<file path="config.mk">
export PLATFORM = sky130hd
export DESIGN_NAME = dcsm_core
export DESIGN_NICKNAME = d
export VERILOG_FILES = /design/src/common/dcsm_pkg.sv /design/src/core/dcsm_apb_slave.sv /design/src/core/dcsm_core.sv /design/src/core/dcsm_lfsr.sv
export VERILOG_INCLUDE_DIRS = /design/src /design/src/common
export SDC_FILE = /design/constraint.sdc
export NUM_CORES = 1
export LEC_CHECK = 0
export ABC_AREA = 0
export BUFFER_PORTS_ARGS = -buffer_cell sky130_fd_sc_hd__buf_2
export CAP_MARGIN = 30
export CORE_MARGIN = 1.5
export CORE_UTILIZATION = 53
export DETAILED_ROUTE_END_ITERATION = 12
export PLACE_DENSITY_LB_ADDON = 0.15
export SETUP_SLACK_MARGIN = 0.4
export SLEW_MARGIN = 20
export SYNTH_ARGS = -nofsm -noshare
export SYNTH_HDL_FRONTEND = slang
export SYNTH_SLANG_ARGS = --single-unit
export TNS_END_PERCENT = 5
</file>
<file path="constraint.sdc">
create_clock -name clk_sys_i -period 7.65 [get_ports clk_sys_i]
set_input_delay 0.3825 -clock clk_sys_i [delete_from_list [all_inputs] [get_ports clk_sys_i]]
set_output_delay 0.3825 -clock clk_sys_i [all_outputs]
set_load 0.01 [all_outputs]
</file>
<file path="src/common/dcsm_map.svh">
// Constants of the device clock synchronisation manager: register offsets,
// field positions, reset values and timing counts.
// Assumes one APB slave with 32-bit data, each register one aligned word.
//
// Overview of operation
// [RULE1] Current epoch is offered as the frame time stamp; a weekly frame is demanded.
// [RULE2] Head-end absolute epoch command redefines the whole clock value.
// [RULE3] Head-end offset command shifts time by signed seconds.
// [RULE4] Drift setting adds signed seconds once every configured number of days.
// [RULE5] Probe starts after download announcement or detected large time error.
// [RULE6] Periodic probe every configured months plus random 0 to 30 days.
// [RULE7] Period zero disables periodic probing; reset period is six months.
// [RULE8] Reply offset is low 16 epoch bits minus reply stamp, signed.
// [RULE9] Fine correction is scheduled only for offsets from -127 to +127.
// [RULE10] Corrections are held pending and applied at 00:00 UTC.
// [RULE11] At midnight pending epoch, offset and drift settings are applied.
// [RULE12] After a correction the next data message carries a done flag.
// [RULE13] A head-end command that day discards the pending fine adjustment.
// [RULE14] Of several head-end commands in a day only the last is kept.
// [RULE15] Gateways answer each probe with a reply carrying their time stamp.
// [RULE16] The radio modem stamps received uplinks with its own clock.
// [RULE17] Fine correction subtracts the signed offset from the epoch modulo 2^32.
`ifndef DCSM_MAP_SVH
`define DCSM_MAP_SVH

`define DCSM_ADDR_EPOCH      12'h000
`define DCSM_ADDR_CMD_VALUE  12'h004
`define DCSM_ADDR_CMD        12'h008
`define DCSM_ADDR_DRIFT      12'h00C
`define DCSM_ADDR_PERIOD     12'h010
`define DCSM_ADDR_STATUS     12'h014
`define DCSM_ADDR_IRQ_STAT   12'h018
`define DCSM_ADDR_IRQ_MASK   12'h01C
`define DCSM_ADDR_PROBE_CTL  12'h020
`define DCSM_ADDR_FINE_OFS   12'h024

`define DCSM_CMD_ABS_BIT     0
`define DCSM_CMD_OFS_BIT     1
`define DCSM_CMD_DRIFT_BIT   2
`define DCSM_DRIFT_SEC_LSB   0
`define DCSM_DRIFT_DAYS_LSB  16

`define DCSM_PERIOD_RESET    8'h06
`define DCSM_LFSR_SEED       16'hACE1
`define DCSM_FINE_LIMIT      16'sd127
`define DCSM_SEC_PER_DAY     17'd86400
`define DCSM_DAYS_PER_MONTH  16'd30
`define DCSM_RAND_DAYS_MAX   5'd30
`define DCSM_WEEK_SECONDS    20'd604800

`define DCSM_IRQ_MIDNIGHT    0
`define DCSM_IRQ_PROBE       1
`define DCSM_IRQ_WEEK        2
`define DCSM_IRQ_FINE_REJ    3
`define DCSM_IRQ_WIDTH       4

`endif

</file>
<file path="src/common/dcsm_pkg.sv">
// Types of the device clock synchronisation manager.
// Assumes dcsm_map.svh is on the include path.
package dcsm_pkg;
    typedef enum logic [1:0] {
        DCSM_HE_NONE,
        DCSM_HE_ABS,
        DCSM_HE_OFS
    } dcsm_he_kind_t;
endpackage : dcsm_pkg

</file>
<file path="src/core/dcsm_apb_slave.sv">
// APB slave front end: one-cycle-later answer, registered ready and read data.
// Assumes APB3 master; read data word selected by the core combinationally.
`timescale 1ns/1ps
`default_nettype none
module dcsm_apb_slave
    import dcsm_pkg::*;
(
    input wire logic clk_sys_i,         // System clock
    input wire logic rst_n_i,           // Synchronous reset, active low
    input wire logic psel_i,            // APB select
    input wire logic penable_i,         // APB enable
    input wire logic pwrite_i,          // APB direction
    input wire logic [31:0] rdata_i,    // Read word from core
    input wire logic addr_ok_i,         // Address is mapped
    output logic wr_stb_o,              // One-cycle write strobe
    output logic pready_o,              // APB ready
    output logic pslverr_o,             // APB error
    output logic [31:0] prdata_o        // APB read data
);
    wire access = psel_i && penable_i && !pready_o;

    always_ff @(posedge clk_sys_i) begin
        if (!rst_n_i) begin
            pready_o <= 1'b0;
            pslverr_o <= 1'b0;
            prdata_o <= 32'h0000_0000;
            wr_stb_o <= 1'b0;
        end else begin
            pready_o <= access;
            pslverr_o <= access && !addr_ok_i;
            prdata_o <= (access && !pwrite_i && addr_ok_i) ? rdata_i : 32'h0000_0000;
            wr_stb_o <= access && pwrite_i && addr_ok_i;
        end
    end
endmodule : dcsm_apb_slave
`default_nettype wire

</file>
<file path="src/core/dcsm_core.sv">
// Device clock synchronisation manager: seconds epoch, pending corrections
// applied at midnight, fine correction from probe replies, periodic probing.
// Assumes a one-second tick pulse in the clk_sys_i domain and an APB master.
//
// Design decisions made here: the register offsets and the APB interface to the registers.
`timescale 1ns/1ps
`default_nettype none
`include "dcsm_map.svh"
module dcsm_core
    import dcsm_pkg::*;
#(
    parameter int EPOCH_W = 32
) (
    input wire logic clk_sys_i,             // System clock, 250 MHz
    input wire logic rst_n_i,               // Synchronous reset, active low
    input wire logic sec_tick_i,            // One-second tick pulse
    input wire logic [11:0] paddr_i,        // APB address
    input wire logic psel_i,                // APB select
    input wire logic penable_i,             // APB enable
    input wire logic pwrite_i,              // APB direction
    input wire logic [31:0] pwdata_i,       // APB write data
    output logic [31:0] prdata_o,           // APB read data
    output logic pready_o,                  // APB ready
    output logic pslverr_o,                 // APB error
    input wire logic reply_valid_i,         // Probe reply received pulse
    input wire logic [15:0] reply_stamp_i,  // Gateway stamp of the reply
    input wire logic dl_announce_i,         // Download announcement pulse
    input wire logic time_err_i,            // Application time error pulse
    input wire logic data_sent_i,           // Non-redundant data message sent pulse
    output logic [31:0] frame_time_stamp_field_o, // Epoch for uplink stamp
    output logic corr_done_flag_o,          // Set the done flag in next data message
    output logic probe_start_o,             // Start coverage probe pulse
    output logic irq_o                      // Interrupt, level
);
    logic [EPOCH_W-1:0] epoch;
    logic [16:0] sec_of_day;
    logic [31:0] pend_value;
    dcsm_he_kind_t pend_kind;
    logic [31:0] drift_setting;
    logic [31:0] pend_drift;
    logic pend_drift_v;
    logic [15:0] drift_day_cnt;
    logic [7:0] periodic_probe_months;
    logic [15:0] probe_day_cnt;
    logic [15:0] probe_target;
    logic pend_fine_v;
    logic signed [15:0] pend_fine;
    logic signed [15:0] last_fine;
    logic [19:0] week_cnt;
    logic [`DCSM_IRQ_WIDTH-1:0] irq_stat;
    logic [`DCSM_IRQ_WIDTH-1:0] irq_mask;
    logic [31:0] rd_word;
    logic addr_ok;
    logic wr_stb;
    logic [4:0] rand_days;
    logic [11:0] wr_addr;
    logic [31:0] wr_data;

    // Fine offset: low 16 epoch bits minus reply stamp, as signed
    wire signed [15:0] fine_ofs = $signed(epoch[15:0] - reply_stamp_i); // RULE8
    wire fine_ok = (fine_ofs <= `DCSM_FINE_LIMIT) && (fine_ofs >= -`DCSM_FINE_LIMIT); // RULE9
    wire midnight = sec_tick_i && (sec_of_day == `DCSM_SEC_PER_DAY - 17'd1);
    wire he_cmd_wr = wr_stb && (wr_addr == `DCSM_ADDR_CMD);
    wire he_any = pend_kind != DCSM_HE_NONE || pend_drift_v;
    wire signed [15:0] drift_sec = $signed(drift_setting[15:0]);
    wire [15:0] drift_days = drift_setting[31:16];
    wire drift_due = (drift_days != 16'h0000) && (drift_day_cnt + 16'd1 >= drift_days);
    // Drift step rides along with an offset or fine correction on its day, not with an absolute epoch
    wire [31:0] drift_add = drift_due ? {{16{drift_sec[15]}}, drift_sec} : 32'h0000_0000;
    wire probe_due = (periodic_probe_months != 8'h00) && (probe_day_cnt + 16'd1 >= probe_target);
    wire week_due = sec_tick_i && (week_cnt == `DCSM_WEEK_SECONDS - 20'd1);
    wire probe_ev = dl_announce_i || time_err_i || (midnight && probe_due);
    wire [`DCSM_IRQ_WIDTH-1:0] irq_ev = {reply_valid_i && !fine_ok, week_due,
                                         probe_ev, midnight && (he_any || pend_fine_v)};

    dcsm_apb_slave u_apb (
        .clk_sys_i(clk_sys_i),
        .rst_n_i(rst_n_i),
        .psel_i(psel_i),
        .penable_i(penable_i),
        .pwrite_i(pwrite_i),
        .rdata_i(rd_word),
        .addr_ok_i(addr_ok),
        .wr_stb_o(wr_stb),
        .pready_o(pready_o),
        .pslverr_o(pslverr_o),
        .prdata_o(prdata_o)
    );

    dcsm_lfsr u_lfsr (
        .clk_sys_i(clk_sys_i),
        .rst_n_i(rst_n_i),
        .rand_days_o(rand_days)
    );

    // Address and data held for the strobe one cycle after the access
    always_ff @(posedge clk_sys_i) begin
        if (!rst_n_i) begin
            wr_addr <= 12'h000;
            wr_data <= 32'h0000_0000;
        end else begin
            wr_addr <= paddr_i;
            wr_data <= pwdata_i;
        end
    end

    always_comb begin
        addr_ok = 1'b1;
        rd_word = 32'h0000_0000;
        unique case (paddr_i)
            `DCSM_ADDR_EPOCH: rd_word = epoch;
            `DCSM_ADDR_CMD_VALUE: rd_word = pend_value;
            `DCSM_ADDR_CMD: rd_word = {29'h0, pend_drift_v, pend_kind == DCSM_HE_OFS,
                                       pend_kind == DCSM_HE_ABS};
            `DCSM_ADDR_DRIFT: rd_word = drift_setting;
            `DCSM_ADDR_PERIOD: rd_word = {24'h0, periodic_probe_months};
            `DCSM_ADDR_STATUS: rd_word = {15'h0, sec_of_day};
            `DCSM_ADDR_IRQ_STAT: rd_word = {28'h0, irq_stat};
            `DCSM_ADDR_IRQ_MASK: rd_word = {28'h0, irq_mask};
            `DCSM_ADDR_PROBE_CTL: rd_word = {16'h0, probe_target};
            `DCSM_ADDR_FINE_OFS: rd_word = {15'h0, pend_fine_v, last_fine};
            default: addr_ok = 1'b0;
        endcase
    end

    // Epoch: tick, then midnight corrections add to the increment; an absolute epoch replaces it
    always_ff @(posedge clk_sys_i) begin
        if (!rst_n_i) begin
            epoch <= '0;
        end else if (midnight && pend_kind == DCSM_HE_ABS) begin
            epoch <= pend_value; // RULE2 RULE11
        end else if (midnight && pend_kind == DCSM_HE_OFS) begin
            epoch <= epoch + 32'd1 + pend_value + drift_add; // RULE3 RULE11
        end else if (midnight && pend_fine_v && !he_any) begin
            epoch <= epoch + 32'd1 + drift_add
                     - {{16{pend_fine[15]}}, pend_fine}; // RULE17 RULE13
        end else if (midnight && drift_due) begin
            epoch <= epoch + 32'd1 + {{16{drift_sec[15]}}, drift_sec}; // RULE4
        end else if (sec_tick_i) begin
            epoch <= epoch + 32'd1;
        end
    end

    always_ff @(posedge clk_sys_i) begin
        if (!rst_n_i) begin
            sec_of_day <= 17'd0;
        end else if (midnight) begin
            sec_of_day <= 17'd0;
        end else if (sec_tick_i) begin
            sec_of_day <= sec_of_day + 17'd1;
        end
    end

    // Head-end command: newest write replaces the pending one
    always_ff @(posedge clk_sys_i) begin
        if (!rst_n_i) begin
            pend_kind <= DCSM_HE_NONE;
            pend_value <= 32'h0000_0000;
        end else if (he_cmd_wr && wr_data[`DCSM_CMD_ABS_BIT]) begin
            pend_kind <= DCSM_HE_ABS; // RULE14 RULE10
        end else if (he_cmd_wr && wr_data[`DCSM_CMD_OFS_BIT]) begin
            pend_kind <= DCSM_HE_OFS; // RULE14 RULE10
        end else if (he_cmd_wr && wr_data[`DCSM_CMD_DRIFT_BIT]) begin
            pend_kind <= DCSM_HE_NONE; // RULE14
        end else if (midnight) begin
            pend_kind <= DCSM_HE_NONE;
        end
        if (rst_n_i && wr_stb && wr_addr == `DCSM_ADDR_CMD_VALUE) begin
            pend_value <= wr_data;
        end
    end

    // Drift setting staged and taken over at midnight
    always_ff @(posedge clk_sys_i) begin
        if (!rst_n_i) begin
            pend_drift <= 32'h0000_0000;
            pend_drift_v <= 1'b0;
            drift_setting <= 32'h0000_0000;
        end else if (wr_stb && wr_addr == `DCSM_ADDR_DRIFT) begin
            pend_drift <= wr_data;
        end else if (he_cmd_wr) begin
            pend_drift_v <= wr_data[`DCSM_CMD_DRIFT_BIT]; // RULE14
        end else if (midnight && pend_drift_v) begin
            drift_setting <= pend_drift; // RULE11
            pend_drift_v <= 1'b0;
        end
    end

    always_ff @(posedge clk_sys_i) begin
        if (!rst_n_i) begin
            drift_day_cnt <= 16'h0000;
        end else if (midnight) begin
            drift_day_cnt <= drift_due ? 16'h0000 : drift_day_cnt + 16'd1; // RULE4
        end
    end

    // Fine correction held until midnight, dropped if the head-end spoke
    always_ff @(posedge clk_sys_i) begin
        if (!rst_n_i) begin
            pend_fine_v <= 1'b0;
            pend_fine <= 16'sh0000;
            last_fine <= 16'sh0000;
        end else if (midnight) begin
            pend_fine_v <= 1'b0; // RULE13
        end else if (reply_valid_i) begin
            last_fine <= fine_ofs; // RULE8
            if (fine_ok) begin
                pend_fine_v <= 1'b1; // RULE9 RULE10
                pend_fine <= fine_ofs;
            end
        end
    end

    always_ff @(posedge clk_sys_i) begin
        if (!rst_n_i) begin
            periodic_probe_months <= `DCSM_PERIOD_RESET; // RULE7
        end else if (wr_stb && wr_addr == `DCSM_ADDR_PERIOD) begin
            periodic_probe_months <= wr_data[7:0];
        end
    end

    // Periodic probe: months times thirty days plus random spread
    always_ff @(posedge clk_sys_i) begin
        if (!rst_n_i) begin
            probe_day_cnt <= 16'h0000;
            probe_target <= 16'h0000;
        end else if (periodic_probe_months == 8'h00) begin
            probe_day_cnt <= 16'h0000; // RULE7
        end else if (probe_target == 16'h0000 || (midnight && probe_due)) begin
            probe_day_cnt <= 16'h0000;
            probe_target <= 16'(periodic_probe_months * `DCSM_DAYS_PER_MONTH)
                            + {11'h0, rand_days}; // RULE6
        end else if (midnight) begin
            probe_day_cnt <= probe_day_cnt + 16'd1;
        end
    end

    always_ff @(posedge clk_sys_i) begin
        if (!rst_n_i) begin
            probe_start_o <= 1'b0;
        end else begin
            probe_start_o <= probe_ev; // RULE5 RULE6
        end
    end

    always_ff @(posedge clk_sys_i) begin
        if (!rst_n_i) begin
            frame_time_stamp_field_o <= 32'h0000_0000;
        end else begin
            frame_time_stamp_field_o <= epoch; // RULE1
        end
    end

    // Weekly watchdog: every stamped data message restarts it
    always_ff @(posedge clk_sys_i) begin
        if (!rst_n_i) begin
            week_cnt <= 20'h0_0000;
        end else if (data_sent_i || week_due) begin
            week_cnt <= 20'h0_0000; // RULE1
        end else if (sec_tick_i) begin
            week_cnt <= week_cnt + 20'd1;
        end
    end

    // Done flag: the set wins over the clear by a sent message
    always_ff @(posedge clk_sys_i) begin
        if (!rst_n_i) begin
            corr_done_flag_o <= 1'b0;
        end else if (midnight && (he_any || pend_fine_v || drift_due)) begin
            corr_done_flag_o <= 1'b1; // RULE12
        end else if (data_sent_i) begin
            corr_done_flag_o <= 1'b0; // RULE12
        end
    end

    always_ff @(posedge clk_sys_i) begin
        if (!rst_n_i) begin
            irq_stat <= '0;
        end else if (wr_stb && wr_addr == `DCSM_ADDR_IRQ_STAT) begin
            irq_stat <= (irq_stat & ~wr_data[`DCSM_IRQ_WIDTH-1:0]) | irq_ev;
        end else begin
            irq_stat <= irq_stat | irq_ev;
        end
    end

    always_ff @(posedge clk_sys_i) begin
        if (!rst_n_i) begin
            irq_mask <= '0;
        end else if (wr_stb && wr_addr == `DCSM_ADDR_IRQ_MASK) begin
            irq_mask <= wr_data[`DCSM_IRQ_WIDTH-1:0];
        end
    end

    always_ff @(posedge clk_sys_i) begin
        if (!rst_n_i) begin
            irq_o <= 1'b0;
        end else begin
            irq_o <= |(irq_stat & irq_mask);
        end
    end
endmodule : dcsm_core
`default_nettype wire

</file>
<file path="src/core/dcsm_lfsr.sv">
// Free-running pseudo-random day generator for the periodic probe spread.
// Assumes one clock and a synchronous active-low reset.
`timescale 1ns/1ps
`default_nettype none
`include "dcsm_map.svh"
module dcsm_lfsr
    import dcsm_pkg::*;
(
    input wire logic clk_sys_i,         // System clock
    input wire logic rst_n_i,           // Synchronous reset, active low
    output logic [4:0] rand_days_o      // Random days 0 to 30
);
    logic [15:0] lfsr;

    always_ff @(posedge clk_sys_i) begin
        if (!rst_n_i) begin
            lfsr <= `DCSM_LFSR_SEED;
        end else begin
            lfsr <= {lfsr[14:0], lfsr[15] ^ lfsr[13] ^ lfsr[12] ^ lfsr[10]};
        end
    end

    // Fold 31 onto 30 so the range stays 0..30
    always_ff @(posedge clk_sys_i) begin
        if (!rst_n_i) begin
            rand_days_o <= 5'h0;
        end else if (lfsr[4:0] > `DCSM_RAND_DAYS_MAX) begin
            rand_days_o <= `DCSM_RAND_DAYS_MAX;
        end else begin
            rand_days_o <= lfsr[4:0];
        end
    end
endmodule : dcsm_lfsr
`default_nettype wire

</file>
# Word level (Yosys, flattened, before mapping)
# Cells that the tools add are included.
[totals]
ff_bits = 400
latchBits = 0
ramBits = 0
romBits = 0
input_bits = 70
out_inout_bits = 69
word_cells = 172
n_memories = 0
[classes]
n_addsub = 12
n_mul = 1
n_div = 0
n_lt_le_gt_ge = 5
n_eq_ne = 20
shifts = 0
n_mux = 21
bitwise = 13
reduce_logical = 69
[op_table]
columns = ["operator", "count"]
rows = [
  ["32-bit case mux with 10 select lines", 1],
  ["32-bit 2-to-1 mux", 8],
  ["32-bit adder", 4],
  ["12-bit by 5-bit == test with 1-bit output (second input constant)", 7],
  ["12-bit by 4-bit == test with 1-bit output (second input constant)", 4],
  ["16-bit by 1-bit adder with 16-bit output (second input constant)", 2],
  ["32-bit by 1-bit adder with 32-bit output (second input constant)", 1],
  ["16-bit >= comparator", 2],
  ["1-bit logical AND", 32],
  ["32-bit subtractor", 1],
  ["12-bit by 3-bit == test with 1-bit output (second input constant)", 2],
  ["12-bit by 6-bit == test with 1-bit output (second input constant)", 2],
  ["20-bit by 1-bit adder with 20-bit output (second input constant)", 1],
  ["20-bit == test (second input constant)", 1],
  ["17-bit by 1-bit adder with 17-bit output (second input constant)", 1],
  ["17-bit == test (second input constant)", 1],
  ["16-bit by 8-bit >= comparator with 1-bit output (second input constant)", 1],
  ["16-bit by 8-bit <= comparator with 1-bit output (second input constant)", 1],
  ["16-bit zero test", 1],
  ["16-bit 2-to-1 mux", 1],
  ["16-bit nonzero test", 1],
  ["16-bit subtractor", 1],
  ["13-bit by 5-bit adder with 14-bit output", 1],
  ["12-bit zero test", 1],
  ["other kinds (28)", 63],
]

# Longest topological paths before layout
[depth]
depth_word = 9
depth_mapped = 29
mapped_depth_nobuf = 28

# By module
# From an unflattened synthesis, not the netlist that was laid out.
[unflattened]
hier_cells = 3017
hier_area_um2 = 25473.2
[by_module_without_submodules]
columns = ["module", "instances", "cells_per_inst", "area_per_inst_um2", "seq_area_each_um2"]
rows = [
  ["dcsm_core", 1, 2891, 23871.6, 7166.9],
  ["dcsm_apb_slave", 1, 78, 1006.0, 700.7],
  ["dcsm_lfsr", 1, 48, 595.6, 420.4],
]

# Worst setup path before layout
# OpenSTA, ideal clock, no wires.
[synth_timing]
kind = "flip-flop to flip-flop"
from = "register drift_day_cnt[0]"
to = "register epoch[28]"
setup_ns = 0.132
arrival_time_ns = 6.352
required_time_ns = 7.518
path_slack_ns = 1.166
stages_incl_launch_ff = 28
path_buffers = 2
period_less_slack_ns = 6.484
path_cell_list = "dfxtp_1 -> ha_1 -> nand3_1 -> nor2_1 -> and3_1 -> nand3_1 -> xnor2_1 -> ha_1 -> nand3_1 -> o221a_2 -> o22ai_1 -> a211oi_1 -> nor2_1 -> clkbuf_1 -> xnor2_1 -> ha_1 -> ha_1 -> clkbuf_1 -> and4_1 -> nand2_1 -> or4b_1 -> a31oi_1 -> a41oi_1 -> xnor2_1 -> nand2_1 -> o2111ai_1 -> nor4_1 -> nor3_1"
[synth_between]
elab_chain_len = 9
word_cells_on_any_way = 13
cone_classes = "add/sub (4); order compare (1); mux (5); reduce/logical (3)"
[synth_rtl]
columns = ["item", "line_no", "source"]
rows = [
  ["from (decl)", "dcsm_core.sv:42", "logic [15:0] drift_day_cnt;"],
  ["from (signal assigned)", "dcsm_core.sv:193", "drift_day_cnt <= drift_due ? 16'h0000 : drift_day_cnt + 16'd1;"],
  ["16-bit by 1-bit adder with 16-bit output (*)", "dcsm_core.sv:67", "wire drift_due = (drift_days != 16'h0000) && (drift_day_cnt + 16'd1 >= drift_days);"],
  ["16-bit >= comparator (*)", "dcsm_core.sv:67", ""],
  ["1-bit logical AND (*)", "dcsm_core.sv:67", ""],
  ["32-bit 2-to-1 mux", "dcsm_core.sv:69", "wire [31:0] drift_add = drift_due ? {{16{drift_sec[15]}}, drift_sec} : 32'h0000_0000;"],
  ["32-bit adder", "dcsm_core.sv:135", "epoch <= epoch + 32'd1 + drift_add"],
  ["32-bit subtractor", "dcsm_core.sv:136", "- {{16{pend_fine[15]}}, pend_fine};"],
  ["32-bit 2-to-1 mux", "dcsm_core.sv:134", "end else if (midnight && pend_fine_v && !he_any) begin"],
  ["32-bit 2-to-1 mux", "dcsm_core.sv:132", "end else if (midnight && pend_kind == DCSM_HE_OFS) begin"],
  ["32-bit 2-to-1 mux", "dcsm_core.sv:130", "end else if (midnight && pend_kind == DCSM_HE_ABS) begin"],
  ["to (signal assigned)", "dcsm_core.sv:131", "epoch <= pend_value;"],
  ["to (signal assigned)", "dcsm_core.sv:133", "epoch <= epoch + 32'd1 + pend_value + drift_add;"],
  ["to (signal assigned)", "dcsm_core.sv:135", ""],
  ["to (decl)", "dcsm_core.sv:35", "logic [EPOCH_W-1:0] epoch;"],
]
# Mark *: on every way between the ends. The rest lies on a longest branch, timed or not.
# A chain may end at the register's enable or synchronous reset.

# Worst setup path after layout
[layout_timing]
from = "register drift_day_cnt[0]"
to = "register epoch[29]"
# Same word-level chain as after synthesis.

==> impl_metrics.py <==
metrics = {
    "sta": {
        "tightest_slew_ps": 903,
        "hold_viol": 0,
        "fin_tns_setup_ps": 0,
        "drv_slew": 0,
        "fin_crit_ps": 6900,
        "clock.fmax_mhz": 145,
        "skew_ps": 13.8,
        "rsz0062_at_grt": "yes",
        "finalCritPeriodShare_pct": 90.2,
        "finalSetupViolCount": 0,
        "slew_headroom_pct": 38.2,
    },
    "routing": {
        "routedWlPerCell_um": 21.4,
        "routed_wl_mm": 79.4,
        "routed_via_density": 6.16,
        "drt-pass1-iter-count": 7,
        "vias": 22900,
        "drt_first_iter_violations": 2523,
        "drc": 0,
        "antenna_left": 0,
    },
    "final_layout": {
        "final_cells": 3714,
        "n_antenna_cell": 0,
        "final_util_pct": 59.8,
        "stdcell_area_um2": 27800,
        "areaGrowthSynthToFinish_pct": 11.6,
        "drive_gt1_share_pct": 9.56,
        "final_nets": 3389,
    },
    "critical_path": {
        "timing.rr.start": "drift_day_cnt[0]",
        "cpMostUsedCell": "ha_1",
        "r2r_slack_ps": 750,
        "crit_path_max_incr_delay_ps": 720,
        "cpLargestDelayFamily": "compound AO/OA/AOI/OAI gates",
        "start_kind": "flop",
        "crit_fanout": 16,
        "crit_required_ps": 8140,
        "worst_path_max_delay_cell": "a2111oi_0",
        "worstSetupEndpointType": "flop",
        "crit_arrival_ps": 7400,
        "worst-path-buf-inv": 1,
        "critical_path_class": "flop to flop",
        "r2r_cells": 27,
        "r2r_end": "epoch[29]",
    },
    "floorplan": {
        "core_um2": 46600,
        "fp.dieH_um": 220,
        "die_area_um2": 48400,
        "dieWidth_um": 220,
        "num_rows": 79,
        "initial_core_util_pct": 53.6,
        "ios": 139,
    },
    "yosys": {
        "synthCells": 2965,
        "synth-seq-cells": 398,
        "ys_seq_area_share_pct": 33.2,
        "synth.avg_cell_area_um2": 8.42,
        "syn_nets": 3280,
        "synthArstFlopShare_pct": 0,
        "synth_ff_type": "dfxtp_1",
        "yosys_warnings": 0,
        "synth_edf_count": 32,
        "synth.distinct_cells": 85,
        "synth_area_um2": 25000,
    },
    "place": {
        "place_area_um2": 26200,
        "dpl.hpwl_mm": 59.8,
        "placed_cells": 3615,
        "io_buffers": 138,
        "gp_congestion": 0.974,
    },
    "global_route": {
        "grt_pass1_wl_mm": 122,
        "grt_use_total_pct": 32.5,
        "use_met1_pct": 47.7,
        "grtUsageMet2_pct": 48.1,
        "grt_pass1_vias": 21300,
        "top_usage_layer": "met2",
        "antenna_found_initial": 0,
        "grt_max_degree": 73,
        "use_met3_pct": 6.42,
        "grt-ovfl-total": 0,
    },
    "worst_hold_path": {
        "min_to": "wr_addr[11]",
        "hold_path_depth": 2,
        "hold_path.class": "input port to flop",
        "hold_start": "paddr_i[11]",
    },
    "cts": {
        "cts_root_buffer": "clkbuf_16",
        "cts_buffer_depth": 3,
        "numCtsBuffers": 44,
        "clk_latency_ps": 590,
        "cts_tree": "done",
        "cts_setup_buffers": 0,
        "cts_sinks": 398,
        "clk_pin_slew_ps": 60,
        "htreeDepth": 2,
    },
    "power_and_ir_drop": {
        "ir_worst_vdd_mv": 0.177,
        "p_switching_mw": 1.46,
        "p_sw_share_pct": 28.1,
        "power_frac_comb_pct": 14.6,
        "power_leakage_nw": 11.7,
        "power_density_nw_per_um2": 187,
        "p_int_mw": 3.74,
        "power_frac_clock_pct": 41.7,
        "seq_power_share_pct": 43.7,
    },
    "job": {
        "cap_violations": 0,
    },
    "status": {
        "outcome": "finished, final reports clean",
    },
}
[state kept, by name, summed over array words and instances, names as in the netlist, 17 cells and up]
signal,flops
drift_setting,32
epoch,32
frame_time_stamp_field_o,32
pend_drift,32
pend_value,32
sec_of_day,17
u_apb.prdata_o,32
week_cnt,20
wr_data,32
[worst max-delay path by stage]
stage                startpoint   endpoint  slack (ps)  depth (start not counted)
2_1_floorplan  drift_day_cnt[0]  epoch[28]        1170                         27
3_3_place_gp   drift_day_cnt[0]  epoch[31]         460                         26
3_5_place_dp   drift_day_cnt[0]  epoch[29]         690                         28
4_1_cts        drift_day_cnt[0]  epoch[31]         620                         27
5_1_grt        drift_day_cnt[0]  epoch[25]         370                         27
6_report       drift_day_cnt[0]  epoch[29]         750                         27
[cell usage in the layout (no fill, tap or decap), types with 19 or more instances in the layout]
cell type  count
a22oi_1       39
and3_1        37
nand4_1       27
buf_2        137
a21o_1        53
nand2_1      326
a21oi_1      224
dfxtp_1      366
xor2_1       129
nor2b_1       20
nand2b_1      19
xnor2_1      124
and2_1       120
edfxtp_1      32
nor3_1        50
o211ai_1      27
clkbuf_16     45
nand3_1       81
o21ai_0      111
inv_1        114
mux2i_1       24
ha_1         226
or2_2         21
o21bai_1      26
nor2_1       253
o21a_1        31
a222oi_1      25
buf_4         35
a31oi_1       36
a211oi_1      41
fa_1          19
[stage by stage]
| step | setup slack [ps] | total power, mW | hold WS, ps |
|---|---|---|---|
| 2_1_floorplan | 1170 | 2.82 | 386 |
| 3_3_place_gp | 456 | 3.03 | 396 |
| 3_5_place_dp | 686 | 3.04 | 396 |
| 4_1_cts | 621 | 5.20 | 0.635 |
| 5_1_grt | 369 | 5.40 | 8.76 |
| 6_report | 748 | 5.20 | 13.6 |
[power by group through the flow]
stage,clock network [mW],logic [mW],registers (mW)
after floorplan,0,0.557,2.26
after global placement,0,0.722,2.31
after detailed placement,0,0.729,2.31
after CTS,2.19,0.744,2.27
after global routing,2.28,0.839,2.28
final,2.16,0.759,2.27
[logic make-up (layout without fill, tap and decap cells)]
logic type / Yosys count / after routing / synth area share [%]
adder cells (fa/ha/maj): 245 / 245 / 12.9
buffers and inverters: 243 / 385 / 3.71
flip-flops: 398 / 398 / 33.2
XOR/XNOR: 253 / 253 / 8.88
multiplexers: 25 / 25 / 1.01
AND/OR/NAND/NOR: 1035 / 1035 / 19.8
AO/OA/AOI/OAI: 766 / 766 / 20.5
[cells in the mapped netlist, drive strengths merged (18+ instances only)]
cell type | instances | area [µm²]
inv | 115 | 432
nand2b | 19 | 119
dfxtp | 366 | 7330
a211oi | 41 | 308
fa | 19 | 380
nor2 | 260 | 978
o21a | 31 | 233
or2 | 22 | 138
nand2 | 326 | 1220
o221ai | 18 | 158
a222oi | 25 | 250
nor2b | 20 | 125
and3 | 37 | 231
clkbuf | 119 | 447
a21o | 53 | 398
o21bai | 26 | 195
and2 | 121 | 757
xor2 | 129 | 1130
a21oi | 226 | 1140
o21ai | 116 | 581
ha | 226 | 2830
edfxtp | 32 | 961
mux2i | 24 | 240
a31o | 18 | 158
a22oi | 39 | 293
nand4 | 27 | 169
xnor2 | 124 | 1090
nand3 | 81 | 405
o211ai | 29 | 228
nor3 | 51 | 255
a31oi | 37 | 246
[cell type report]
class	instances	area, µm²
well taps	607	759
clock buffers	63	1220
fillers	4222	18700
repair buffers	191	1140
multi-input cells	2324	15800
flip-flops and latches	398	8290
clock inverters	16	224
inverters	115	434
[timing repair]
item,in CTS,in global routing
hold endpoints to repair,18,0
hold buffers,18,0
resized for setup,0,2
setup endpoints to repair,0,11
[layer usage]
metal | part of all wire, % | up-vias
met2 | 42 | 1039
met4 | 2.6 | 0
met1 | 45 | 10900
met3 | 10 | 149
li1 | - | 10800
met5 | 0 | -
Note: power is estimated with default switching activity, not from simulation.
